`config.mk`:
```
export PLATFORM = sky130hd
export DESIGN_NAME = acalu_core
export DESIGN_NICKNAME = d
export VERILOG_FILES = /design/src/verilog/acalu_pkg.sv /design/src/verilog/acalu_core.sv
export SDC_FILE = /design/constraint.sdc
export NUM_CORES = 1
export LEC_CHECK = 0
export ABC_CLOCK_PERIOD_IN_PS = 2550
export BUFFER_PORTS_ARGS = -buffer_cell sky130_fd_sc_hd__buf_2
export CELL_PAD_IN_SITES_DETAIL_PLACEMENT = 1
export CELL_PAD_IN_SITES_GLOBAL_PLACEMENT = 1
export CORE_MARGIN = 2
export CORE_UTILIZATION = 38
export CTS_CLUSTER_SIZE = 25
export DETAILED_ROUTE_END_ITERATION = 10
export HOLD_SLACK_MARGIN = 0.12
export PLACE_DENSITY_LB_ADDON = 0.15
export SLEW_MARGIN = 20
export SYNTH_ARGS = -nofsm -noshare
export SYNTH_HDL_FRONTEND = slang
export SYNTH_SLANG_ARGS = --single-unit
```
`constraint.sdc`:
```
create_clock -name core_clk -period 2.55 [get_ports core_clk]
set_input_delay 0.51 -clock core_clk [delete_from_list [all_inputs] [get_ports core_clk]]
set_output_delay 0.51 -clock core_clk [all_outputs]
set_load 0.01 [all_outputs]
```
`src/verilog/acalu_pkg.sv`:
```
// package for the accumulator alu datapath
package acalu_pkg;

  localparam int NIB_W  = 4;
  localparam int ROM_W  = 8;
  localparam int ADDR_W = 11;
  localparam int PAGE_W = 4;

  localparam logic [3:0] ACC_RST   = 4'h0;
  localparam logic [3:0] REGB_RST  = 4'h0;
  localparam logic       CARRY_RST = 1'b0;
  localparam logic [3:0] ZERO_NIB  = 4'h0;

  localparam int ROM_HI_MSB = 7;
  localparam int ROM_HI_LSB = 4;
  localparam int ROM_LO_MSB = 3;
  localparam int ROM_LO_LSB = 0;

  typedef enum logic [3:0] {
    ACALU_NOP     = 4'h0,
    ACALU_LDI     = 4'h1,
    ACALU_TAB     = 4'h2,
    ACALU_ADDM    = 4'h3,
    ACALU_ADDMC   = 4'h4,
    ACALU_ADDI    = 4'h5,
    ACALU_SETC    = 4'h6,
    ACALU_CLRC    = 4'h7,
    ACALU_TSTC    = 4'h8,
    ACALU_CPL     = 4'h9,
    ACALU_ROR     = 4'ha,
    ACALU_LOGIC   = 4'hb
  } acalu_op_t;

  typedef enum logic [1:0] {
    ACALU_FN_XOR = 2'b00,
    ACALU_FN_OR  = 2'b01,
    ACALU_FN_AND = 2'b10
  } acalu_fn_t;

  typedef enum logic [1:0] {
    ACALU_IDLE  = 2'b00,
    ACALU_TADDR = 2'b01,
    ACALU_TWAIT = 2'b10
  } acalu_state_t;

  typedef struct packed {
    logic            valid;
    acalu_op_t       op;
    logic [3:0]      imm;
  } acalu_instr_t;

  typedef struct packed {
    logic            req;
    logic [PAGE_W-1:0] page;
    logic [2:0]      dreg;
    logic [3:0]      acc;
  } acalu_rom_req_t;

endpackage : acalu_pkg

```
`src/verilog/acalu_core.sv`:
```
// accumulator alu datapath core
`timescale 1ns/1ps
module acalu_core (
  // clock and reset
  input  wire logic                     core_clk,
  input  wire logic                     rst,
  // decoded instruction
  input  wire acalu_pkg::acalu_instr_t  instr,
  // operand sources
  input  wire logic [3:0]               pointed_memory_nibble,
  input  wire logic [3:0]               port_s,
  input  wire logic [2:0]               reg_d,
  input  wire acalu_pkg::acalu_fn_t     gate_function_select,
  input  wire logic                     stack_level_free,
  // table rom
  input  wire logic [7:0]               rom_data,
  input  wire logic                     rom_valid,
  output acalu_pkg::acalu_rom_req_t     rom_req,
  // state outputs
  output logic [3:0]                    acc,
  output logic [3:0]                    reg_b,
  output logic                          carry_flag,
  output logic                          skip_next,
  output logic                          stack_push,
  output logic                          stack_pop,
  output logic                          busy,
  output logic                          stack_fault
);
  import acalu_pkg::*;

  // registered state
  logic [3:0]     acc_q;
  logic [3:0]     acc_d;
  logic [3:0]     reg_b_q;
  logic [3:0]     reg_b_d;
  logic           carry_q;
  logic           carry_d;
  logic           skip_q;
  logic           skip_d;
  logic           prev_ldi_q;
  acalu_state_t   state_q;
  acalu_state_t   state_d;
  acalu_rom_req_t rom_req_q;
  logic           push_q;
  logic           pop_q;
  logic           busy_q;
  logic           fault_q;

  // decode helpers
  logic           taken;
  logic           ldi_follow;
  logic           exec;
  logic           tab_start;
  logic           tab_done;
  logic [4:0]     sum_m;
  logic [4:0]     sum_mc;
  logic [4:0]     sum_i;
  logic [3:0]     logic_res;

  // outputs straight from flip-flops
  assign acc         = acc_q;
  assign reg_b       = reg_b_q;
  assign carry_flag  = carry_q;
  assign skip_next   = skip_q;
  assign rom_req     = rom_req_q;
  assign stack_push  = push_q;
  assign stack_pop   = pop_q;
  assign busy        = busy_q;
  assign stack_fault = fault_q;

  // a valid instruction is taken whenever the sequencer is idle
  assign taken      = instr.valid && (state_q == ACALU_IDLE);
  assign ldi_follow = (instr.op == ACALU_LDI) && prev_ldi_q;
  assign exec       = taken && !skip_q && !ldi_follow;
  assign tab_start  = exec && (instr.op == ACALU_TAB);
  assign tab_done   = (state_q == ACALU_TWAIT) && rom_valid;

  // 5-bit sums keep the carry out
  assign sum_m  = {1'b0, acc_q} + {1'b0, pointed_memory_nibble};
  assign sum_mc = {1'b0, acc_q} + {1'b0, pointed_memory_nibble} + {4'h0, carry_q};
  assign sum_i  = {1'b0, acc_q} + {1'b0, instr.imm};

  always_comb begin
    case (gate_function_select)
      ACALU_FN_XOR: logic_res = acc_q ^ port_s;
      ACALU_FN_OR:  logic_res = acc_q | port_s;
      ACALU_FN_AND: logic_res = acc_q & port_s;
      default:      logic_res = acc_q;
    endcase
  end

  // accumulator next value
  always_comb begin
    acc_d = acc_q;
    if (tab_done) begin
      acc_d = rom_data[ROM_LO_MSB:ROM_LO_LSB];
    end else if (exec) begin
      case (instr.op)
        ACALU_LDI:   acc_d = instr.imm;
        ACALU_ADDM:  acc_d = sum_m[3:0];
        ACALU_ADDMC: acc_d = sum_mc[3:0];
        ACALU_ADDI:  acc_d = sum_i[3:0];
        ACALU_CPL:   acc_d = ~acc_q;
        ACALU_ROR:   acc_d = {carry_q, acc_q[3:1]};
        ACALU_LOGIC: acc_d = logic_res;
        default:     acc_d = acc_q;
      endcase
    end
  end

  // register b next value
  always_comb begin
    reg_b_d = reg_b_q;
    if (tab_done) begin
      reg_b_d = rom_data[ROM_HI_MSB:ROM_HI_LSB];
    end
  end

  // carry next value
  always_comb begin
    carry_d = carry_q;
    if (exec) begin
      case (instr.op)
        ACALU_ADDMC: carry_d = sum_mc[4];
        ACALU_SETC:  carry_d = 1'b1;
        ACALU_CLRC:  carry_d = 1'b0;
        ACALU_ROR:   carry_d = acc_q[0];
        default:     carry_d = carry_q;
      endcase
    end
  end

  // skip next value
  always_comb begin
    skip_d = skip_q;
    if (taken) begin
      // any taken slot clears a pending skip
      skip_d = 1'b0;
      if (exec) begin
        case (instr.op)
          ACALU_ADDI: skip_d = !sum_i[4];
          ACALU_TSTC: skip_d = !carry_q;
          default:    skip_d = 1'b0;
        endcase
      end
    end
  end

  // table fetch sequencer next state
  always_comb begin
    state_d = state_q;
    case (state_q)
      ACALU_IDLE: begin
        if (tab_start) begin
          state_d = ACALU_TADDR;
        end
      end
      ACALU_TADDR: begin
        state_d = ACALU_TWAIT;
      end
      ACALU_TWAIT: begin
        if (rom_valid) begin
          state_d = ACALU_IDLE;
        end
      end
      default: state_d = ACALU_IDLE;
    endcase
  end

  // accumulator
  always_ff @(posedge core_clk or posedge rst) begin
    if (rst) begin
      acc_q <= ACC_RST;
    end else begin
      acc_q <= acc_d;
    end
  end

  // register b
  always_ff @(posedge core_clk or posedge rst) begin
    if (rst) begin
      reg_b_q <= REGB_RST;
    end else begin
      reg_b_q <= reg_b_d;
    end
  end

  // carry flag
  always_ff @(posedge core_clk or posedge rst) begin
    if (rst) begin
      carry_q <= CARRY_RST;
    end else begin
      carry_q <= carry_d;
    end
  end

  // skip flag
  always_ff @(posedge core_clk or posedge rst) begin
    if (rst) begin
      skip_q <= 1'b0;
    end else begin
      skip_q <= skip_d;
    end
  end

  // sequencer state
  always_ff @(posedge core_clk or posedge rst) begin
    if (rst) begin
      state_q <= ACALU_IDLE;
    end else begin
      state_q <= state_d;
    end
  end

  // last taken slot was a load
  always_ff @(posedge core_clk or posedge rst) begin
    if (rst) begin
      prev_ldi_q <= 1'b0;
    end else if (taken) begin
      prev_ldi_q <= (instr.op == ACALU_LDI);
    end
  end

  // table rom request
  always_ff @(posedge core_clk or posedge rst) begin
    if (rst) begin
      rom_req_q <= '0;
    end else begin
      rom_req_q.req <= tab_start;
      if (tab_start) begin
        // page, then d bits, then accumulator bits
        rom_req_q.page <= instr.imm;
        rom_req_q.dreg <= reg_d;
        rom_req_q.acc  <= acc_q;
      end
    end
  end

  // stack level taken for the fetch
  always_ff @(posedge core_clk or posedge rst) begin
    if (rst) begin
      push_q <= 1'b0;
    end else begin
      push_q <= tab_start;
    end
  end

  // stack level released after the fetch
  always_ff @(posedge core_clk or posedge rst) begin
    if (rst) begin
      pop_q <= 1'b0;
    end else begin
      pop_q <= tab_done;
    end
  end

  // busy while the fetch is in flight
  always_ff @(posedge core_clk or posedge rst) begin
    if (rst) begin
      busy_q <= 1'b0;
    end else if (tab_start) begin
      busy_q <= 1'b1;
    end else if (tab_done) begin
      busy_q <= 1'b0;
    end
  end

  // fault holds until the next table fetch
  always_ff @(posedge core_clk or posedge rst) begin
    if (rst) begin
      fault_q <= 1'b0;
    end else if (tab_start) begin
      fault_q <= !stack_level_free;
    end
  end

endmodule : acalu_core

```
# Word level (Yosys, flattened, before mapping)
# Index checks and enable logic that the tools add are counted.
# totals
ff_bits,28
output_inout_bits,26
# op_classes
addsub,3
n_eq_ne,18
n_mux,12
n_bitwise,4
reduce_logical,20
# ops
cell,count
$pmux 4 s7,1
$eq 4x3->1 const B,4
$eq 4x4->1 const B,4
$pmux 4 s3,1
$add 4x4->5,2
$eq 4x2->1 const B,2
$mux 4,2
$reduce_bool 8->1,1
$logic_and 1x1->1,6
$pmux 2 s3,1
$add 5x1->5,1
$logic_not 1->1,5
$ne 5x2->1 const B,1
$and 4x4->4,1
$eq 2x1->1 const B,2
$eq 2x2->1 const B,2
$eq 4x1->1 const B,1
$logic_not 2->1,2
$mux 2,2
$ne 2x2->1 const B,2
$not 4->4,1
$or 4x4->4,1
$pmux 1 s4,1
$reduce_and 2->1,2
other kinds (6),9

# Longest topological paths before layout
# Gate-level depths: netlist (run 1).
# depth
word_depth,7
mapped_depth,8

# Least setup slack after synthesis (run 1)
# OpenSTA, ideal clock, no wires.
# synth_path
kind,input to register
from,input port pointed_memory_nibble[0]
to,register acc_q[2] (netlist: acc[2])
setup_ps,126
arrival_time_ps,2114
required_ps,2424
path_slack_ps,310
cell_stages,7
path_buffers,0
cell_sequence,ha_1 -> fa_1 -> ha_1 -> xor2_1 -> a32oi_1 -> o21ai_0 -> a221o_1
# synth_via
elab_chain_cells,5
# synth_rtl
item,line_no,text
from (decl),acalu_core.sv:10,"input wire logic [3:0] pointed_memory_nibble,"
$add 4x4->5 *,acalu_core.sv:80,"assign sum_mc = {1'b0, acc_q} + {1'b0, pointed_memory_nibble} + {4'h0, carry_q};"
$add 5x1->5,acalu_core.sv:80,
$pmux 4 s7 *,acalu_core.sv:98,case (instr.op)
$mux 4 *,acalu_core.sv:97,end else if (exec) begin
$mux 4 *,acalu_core.sv:95,if (tab_done) begin
to (signal assigned),acalu_core.sv:173,acc_q <= ACC_RST;
to (signal assigned),acalu_core.sv:175,acc_q <= acc_d;
to (decl),acalu_core.sv:32,logic [3:0] acc_q;
# Every way passes the cells marked *; elsewhere a longest branch is shown, timed or not. The select of a mux whose other input is x is not followed.
# A chain may end at the register's enable or synchronous reset.

# Worst setup path after layout (run 1)
# layout_path
from,register acc_q[0] (netlist: acc[0])
to,register acc_q[1] (netlist: acc[1])
# layout_via
elab_chain_cells,5
word_cells_on_any_way,6
# layout_rtl
item,line_no
$add 4x4->5,acalu_core.sv:80
$add 5x1->5,acalu_core.sv:80
$pmux 4 s7 *,acalu_core.sv:98
$mux 4 *,acalu_core.sv:97
$mux 4 *,acalu_core.sv:95
# Marks and branches as above.

==> results of run 1 <==
[power by group]
group	internal [W]	switching, W	total, W	leakage [nW]
Combinational	0.000339	0.000455	0.000794	0.915
Sequential	0.000551	0.0000885	0.000639	0.356
Clock	0.000139	0.000147	0.000285	0.0288
Total	0.00103	0.000690	0.00172	1.30
[layout make-up]
type                            instances  area, µm²
Clock buffer                            4       55.1
Fill cell                             655       2660
Inverter                               21       80.1
Multi-Input combinational cell        179       1190
Sequential cell                        28        701
Tap cell                               70       87.6
Timing Repair Buffer                   64        333
[flip-flops by register name, indices dropped and copies added, names as in the netlist, 2 cells and up]
name     cells
reg_b        4
rom_req     11
acc          4
state_q      2
[Yosys cell counts, drive strengths merged, types with 4 or more instances]
cell	instances	area share, %
nand2	47	8.7
dfrtp	28	35
ha	21	13
inv	20	3.7
o21ai	17	4.2
nor2	13	2.4
a21oi	9	2.2
xor2	6	2.6
a31oi	5	1.9
buf	5	1.5
clkbuf	5	0.93
nand3	5	1.2
a211oi	4	1.5
nor2b	4	1.2
o22ai	4	1.2
[worst reg2reg max path, stage by stage (launching register included)]
cell,delay (ps)
sky130_fd_sc_hd__dfrtp_1,420
sky130_fd_sc_hd__ha_1,220
sky130_fd_sc_hd__fa_1,490
sky130_fd_sc_hd__ha_1,320
sky130_fd_sc_hd__a32o_1,220
sky130_fd_sc_hd__a211oi_1,260
sky130_fd_sc_hd__and3_1,200
sky130_fd_sc_hd__o21ai_0,90
[stage by stage]
step	power (W)	cell area [µm²]	instances	TNS (ps)
finish	0.00172	2440	366	0
global route	0.00187	2440	366	0
CTS	0.00174	2440	366	0
detailed placement	0.00144	2390	362	-6.56
global placement	0.00142	2390	362	0
floorplan	0.00113	2020	238	0
[cells by family (layout without fill, tap and decap cells)]
family                   Yosys count  after routing  synth area share (%)
flip-flops                        28             28                  34.7
XOR/XNOR                           6              6                  2.60
adder cells (fa/ha/maj)           23             23                  15.0
buffers and inverters             31             89                  6.45
multiplexers                       2              2                  1.12
AO/OA/AOI/OAI                     60             60                  19.8
AND/OR/NAND/NOR                   88             88                  20.3
[worst max path at each step]
stage	to	slack (ps)	depth (start not counted)
4_1_cts	acc[1]	190	7
3_3_place_gp	acc[1]	90	8
6_report	acc[1]	220	7
3_5_place_dp	acc[1]	-7	8
2_1_floorplan	acc[2]	310	7
5_1_grt	acc[3]	110	7
[layer usage]
layer / track usage [%] / routed length (µm) / vias up
li1: - / - / 949
met1: 29.1 / 2650 / 940
met2: 34.1 / 2700 / 53
met3: 3.76 / 317 / 10
met4: 6.91 / 125 / 0
met5: 0 / 0 / -
==> flow_summary.rst, run 1 <==
.. list-table::
   :header-rows: 1

   * - Metric
     - Value
   * - Average cell area after synthesis
     - around 8.5 µm²
   * - Worst-Margin Slew
     - approximately 400 ps
   * - Area growth, synth to finish
     - 21.1%
   * - Number of levels the H-tree was split into
     - 1
   * - Leakage component of the power
     - 1.30 nW
   * - Worst slew margin relative to its limit
     - between 70% and 80%
   * - Final critical-path share of the clock period
     - 91.2%
   * - Half-perimeter wire length after placement
     - 4580 µm
   * - Count of hold buffers inserted by post-cts repair
     - 0
   * - Launch point of the worst reg-to-reg path
     - acc[0]
   * - Number of antenna violations at the first check in global routing
     - 0
   * - Number of nets in the layout
     - 354
   * - Number of CTS-inserted buffers
     - 3
   * - Die H
     - about 77 µm
   * - Worst flop-to-flop path endpoint
     - acc[1]
   * - Final Worst Setup Slack
     - 223 ps
   * - Highest clock frequency the design can meet
     - between 400 and 500 MHz
   * - Family with the most delay on the worst path
     - adder cells
   * - Share of layout cells above drive strength 1
     - between 20% and 30%
   * - Share of synthesized area occupied by flip-flops and latches
     - a little over a third
   * - Clock tree from TritonCTS
     - built
   * - Clock root buffer
     - sky130_fd_sc_hd__clkbuf_8
   * - Hold/Removal Path Class
     - in2async
   * - Clock latency reported for the late side of the worst-skew pair
     - 280 ps
   * - Pre-CTS worst setup slack
     - -6.56 ps
   * - Unrepaired setup endpoints after global routing
     - no
   * - Boundary pin count
     - 60
   * - Avg WL per Cell
     - 15.8 µm
   * - Post CTS Setup Buffer Count
     - 0
   * - Max cap viols
     - 0
   * - Kind of start point of the critical path
     - flip-flop
   * - Critical path required time
     - between 2000 and 3000 ps
   * - Remaining antenna violation count after routing
     - 0
   * - N_diodes
     - 0
   * - Peak supply drop
     - between 0.0003 and 0.0004 V
   * - End-of-flow core utilization
     - 47.8%
   * - Detailed-route vias per instance
     - 5.33
   * - Net count after synthesis
     - 295
   * - Power Density
     - between 700 and 800 mW/mm²
   * - Global route overflow
     - 0
   * - Number of DRC violations after detailed-routing iteration 0
     - about 120
   * - Worst path bufs/invs
     - 0
   * - Worst-case reg-to-reg path depth
     - 7
   * - Max Fanout on Critical Path
     - 3
   * - Count of input and output buffers
     - 59
   * - Flop2flop setup slack
     - about 220 ps
   * - Warnings, synthesis
     - 0
   * - Pins over their slew limit
     - 0
   * - Setup-violating endpoint count in the final report
     - 0
   * - Floorplan die area
     - 0.00591 mm²
   * - Dominant cell type by count on the critical path
     - sky130_fd_sc_hd__ha_1
   * - Detailed-routing iteration count for the pre-antenna-repair pass
     - 4
   * - Most common cell after layout, fill and taps aside
     - sky130_fd_sc_hd__buf_2
   * - Clock-pin slew on the worst setup and hold paths
     - 100 ps
   * - Run status
     - complete, no violations
   * - Gate count after technology mapping
     - around 240
   * - Number of global-route vias before repair
     - between 2,000 and 2,500
   * - Unique cell type count in the Yosys netlist
     - 50
   * - Endpoints failing hold
     - 0
   * - EDFF count, synth
     - 0
   * - Cell with the largest stage delay on the worst path
     - sky130_fd_sc_hd__fa_1
   * - Synth Cell Area
     - between 0.002 and 0.0025 mm²
   * - Via count
     - between 1,500 and 2,000
   * - Standard-cell row count
     - 26
   * - Top library cells by usage in the layout, fill and taps aside
     - 59 x sky130_fd_sc_hd__buf_2, 47 x sky130_fd_sc_hd__nand2_1, 28 x sky130_fd_sc_hd__dfrtp_1, 21 x sky130_fd_sc_hd__ha_1, 20 x sky130_fd_sc_hd__inv_1
   * - Worst path arrival time
     - approximately 2500 ps
   * - Chip width
     - 76.9 µm
   * - Final Skew
     - ~2.2 ps
   * - Initial cell density of the core
     - about two fifths
   * - GR Util All Layers
     - a little over a fifth
   * - Worst setup EP type
     - flip-flop
   * - Total of flip-flops plus latches after synthesis
     - 28
   * - Gp weighted congestion
     - around 0.9
   * - WHS
     - around 270 ps
   * - Share of synthesized registers carrying an async set or reset
     - 100%
   * - Max Root-Sink Buffers
     - 2
   * - First-pass GRT wire length
     - about 10000 µm
   * - Crit path largest cell delay
     - 490 ps
   * - DRC violations left
     - 0
   * - Final period demand of the worst path
     - roughly 2300 ps
   * - Path type of the worst setup path
     - reg2reg
   * - Clock net sink count
     - 28
   * - List of cells traversed by the critical path
     - ha_1, fa_1, ha_1, a32o_1, a211oi_1, and3_1, o21ai_0
   * - Worst Setup SP
     - acc[0]
   * - Top flip-flop cell by instance count after synthesis
     - sky130_fd_sc_hd__dfrtp_1
   * - # resized after CTS
     - 0
   * - Core footprint
     - around 0.005 mm²
   * - Final wirelength
     - between 5000 and 6000 µm
   * - Largest net degree at the start of global routing
     - 29
Power figures use the tool's default switching activity.
==> inputs of run 2 (changes only) <==
--- a/config.mk
+++ b/config.mk
@@ -8,9 +8,9 @@
 export ABC_CLOCK_PERIOD_IN_PS = 2550
 export BUFFER_PORTS_ARGS = -buffer_cell sky130_fd_sc_hd__buf_2
 export CELL_PAD_IN_SITES_DETAIL_PLACEMENT = 1
-export CELL_PAD_IN_SITES_GLOBAL_PLACEMENT = 1
+export CELL_PAD_IN_SITES_GLOBAL_PLACEMENT = 2
 export CORE_MARGIN = 2
-export CORE_UTILIZATION = 38
+export CORE_UTILIZATION = 30
 export CTS_CLUSTER_SIZE = 25
 export DETAILED_ROUTE_END_ITERATION = 10
 export HOLD_SLACK_MARGIN = 0.12
==> flow_summary.rst, run 2 (synthesized netlist as in run 1, its figures left out) <==
.. list-table::
   :header-rows: 1

   * - Metric
     - Value
   * - Run status
     - complete, no violations
   * - List of cells traversed by the critical path
     - ha_1, fa_1, xor2_1, nand3_1, xor2_1, a311oi_1, o211ai_1
   * - Clock-pin slew on the worst setup and hold paths
     - 110 ps (about the same)
   * - Most common cell after layout, fill and taps aside
     - sky130_fd_sc_hd__buf_2
   * - Filler cell count
     - 803 (+23%)
   * - Max Fanout on Critical Path
     - 4 (+1)
   * - Path type of the worst setup path
     - reg2reg
   * - Dominant cell type by count on the critical path
     - sky130_fd_sc_hd__xor2_1
   * - Number of antenna violations at the first check in global routing
     - 0 (unchanged)
   * - Peak supply drop
     - 0.000248 V (-18%)
   * - Top library cells by usage in the layout, fill and taps aside
     - 59 x sky130_fd_sc_hd__buf_2, 47 x sky130_fd_sc_hd__nand2_1, 28 x sky130_fd_sc_hd__dfrtp_1, 21 x sky130_fd_sc_hd__ha_1, 20 x sky130_fd_sc_hd__inv_1
   * - GR Util All Layers
     - 18.4% (-2.9 points)
   * - Worst path bufs/invs
     - 0 (unchanged)
   * - Chip width
     - 86.0 µm (+12%)
   * - Boundary pin count
     - 60 (unchanged)
   * - Highest clock frequency the design can meet
     - 443 MHz (+3.0%)
   * - Number of CTS-inserted buffers
     - 3 (unchanged)
   * - Number of DRC violations after detailed-routing iteration 0
     - 84 (-32%)
   * - Pins over their slew limit
     - 0 (unchanged)
   * - Half-perimeter wire length after placement
     - 5070 µm (+11%)
   * - Setup-violating endpoint count in the final report
     - 0 (unchanged)
   * - Clock net sink count
     - 28 (unchanged)
   * - Worst flop-to-flop path endpoint
     - acc[3]
   * - Family with the most delay on the worst path
     - adder cells
   * - Worst slew margin relative to its limit
     - 50.0% (-23 points)
   * - Number of global-route vias before repair
     - 2,024 (+0.75%)
   * - Clock root buffer
     - sky130_fd_sc_hd__clkbuf_8
   * - Max cap viols
     - 0 (unchanged)
   * - Final wirelength
     - 6430 µm (+11%)
   * - Detailed-routing iteration count for the pre-antenna-repair pass
     - 4 (unchanged)
   * - First-pass GRT wire length
     - 10,600 µm (+6.2%)
   * - Via count
     - 1,925 (-1.4%)
   * - N_diodes
     - 0 (unchanged)
   * - Footprint of the multi-input gates
     - 0.00119 mm² (unchanged)
   * - Floorplan die area
     - 0.00740 mm² (+25%)
   * - Crit path largest cell delay
     - 420 ps (-70 ps)
   * - Kind of start point of the critical path
     - flip-flop
   * - Count of hold buffers inserted by post-cts repair
     - 0 (unchanged)
   * - Final Skew
     - 3.92 ps (+1.67 ps)
   * - Final period demand of the worst path
     - 2260 ps (-68.8 ps)
   * - Detailed-route vias per instance
     - 5.12 (-4.0%)
   * - Endpoints failing hold
     - 0 (unchanged)
   * - Worst-Margin Slew
     - 747 ps (+350 ps)
   * - Clock tree from TritonCTS
     - built
   * - Critical path required time
     - 2710 ps (about the same)
   * - Power Density
     - 729 mW/mm² (+3.6%)
   * - Count of input and output buffers
     - 59 (unchanged)
   * - Core footprint
     - 0.00642 mm² (+26%)
   * - Share of layout cells above drive strength 1
     - 25.8% (+0.75 points)
   * - Number of levels the H-tree was split into
     - 1 (unchanged)
   * - Largest register FFs
     - 11 (unchanged)
   * - Global route overflow
     - 0 (unchanged)
   * - Gp weighted congestion
     - 0.818 (-6.5%)
   * - WHS
     - 276 ps (+2.92 ps)
   * - Remaining antenna violation count after routing
     - 0 (unchanged)
   * - Die H
     - 86.0 µm (+12%)
   * - Post CTS Setup Buffer Count
     - 0 (unchanged)
   * - Flop2flop setup slack
     - 290 ps (+70 ps)
   * - Standard-cell row count
     - 29 (+12%)
   * - DRC violations left
     - 0 (unchanged)
   * - Avg WL per Cell
     - 17.1 µm (+8.0%)
   * - Cell with the largest stage delay on the worst path
     - sky130_fd_sc_hd__dfrtp_1
   * - Worst-case reg-to-reg path depth
     - 7 (unchanged)
   * - Worst path arrival time
     - 2420 ps (-80 ps)
   * - Initial cell density of the core
     - 31.4% (-8.1 points)
   * - Largest net degree at the start of global routing
     - 29 (unchanged)
   * - # resized after CTS
     - 0 (unchanged)
   * - Launch point of the worst reg-to-reg path
     - acc[0]
   * - Area growth, synth to finish
     - 23.4%
   * - Final critical-path share of the clock period
     - 88.5% (-2.7 points)
   * - Unrepaired setup endpoints after global routing
     - no
   * - Setup tns final
     - 0 ps (unchanged)
   * - Area taken by flip-flops and latches
     - 701 µm² (unchanged)
   * - Clock latency reported for the late side of the worst-skew pair
     - 280 ps (about the same)
   * - Number of nets in the layout
     - 357 (+0.85%)
   * - Max Root-Sink Buffers
     - 2 (unchanged)
   * - Worst setup EP type
     - flip-flop
   * - Hold/Removal Path Class
     - in2async
   * - Leakage component of the power
     - 1.32 nW (+1.6%)
[run 2: cell types whose count changed in the layout (fill, tap and decap cells not counted), sizes merged]
cell,delta
buf,+3
clkbuf,-1
bufinv,+1
[run 2: power by group]
part | internal [W] | switching (W) | total [W]
Clock | 0.000211 | 0.000155 | 0.000366
Sequential | 0.000551 | 0.0000919 | 0.000642
Combinational | 0.000341 | 0.000466 | 0.000807
Total | 0.00110 | 0.000713 | 0.00182
[run 2: per-layer routing]
| layer | global-route usage, % | vias to the layer above | share of wire [%] |
|---|---|---|---|
| met5 | 0 | - | 0 |
| met4 | 4.47 | 0 | 1.5 |
| met3 | 3.56 | 11 | 4.7 |
| met2 | 29.4 | 46 | 46 |
| met1 | 25.6 | 920 | 48 |
| li1 | - | 948 | - |
[run 2: worst max-delay path by stage]
stage	startpoint	to	slack (ps)	cells past startpoint
3_5_place_dp	pointed_memory_nibble[0]	acc[2]	90	8
4_1_cts	acc[0]	acc[2]	290	7
5_1_grt	acc[0]	acc[2]	150	9
6_report	acc[0]	acc[3]	290	7
3_3_place_gp	pointed_memory_nibble[0]	acc[1]	110	8
2_1_floorplan	pointed_memory_nibble[0]	acc[2]	310	7
[run 2: final cells by class]
| class | count | area share (%) |
|---|---|---|
| multi-input cells | 179 | 47.7 |
| clock buffers | 3 | 1.66 |
| clock inverters | 1 | 1.21 |
| inverters | 21 | 3.21 |
| flip-flops and latches | 28 | 28.1 |
| repair buffers | 67 | 14.3 |
| well taps | 77 | 3.87 |
[run 2: stage by stage]
stage | cells | total power [W] | utilization [%] | setup WS (ps) | cell area (µm²)
floorplan | 238 | 0.00113 | - | 310 | 2020
finish | 376 | 0.00182 | 38.8 | 292 | 2490
CTS | 376 | 0.00184 | 38.8 | 295 | 2490
global placement | 372 | 0.00145 | 37.7 | 110 | 2420
global route | 376 | 0.00197 | 38.8 | 153 | 2490
detailed placement | 372 | 0.00146 | 37.7 | 90.8 | 2420
[run 2: worst reg2reg max path, delay by kind of cell, from the launching register on]
| family | cells | cell delay, ps |
|---|---|---|
| flops | 1 | 420 |
| compound gates | 2 | 460 |
| fa+ha+maj | 2 | 630 |
| simple gates | 1 | 140 |
| xor+xnor | 2 | 490 |
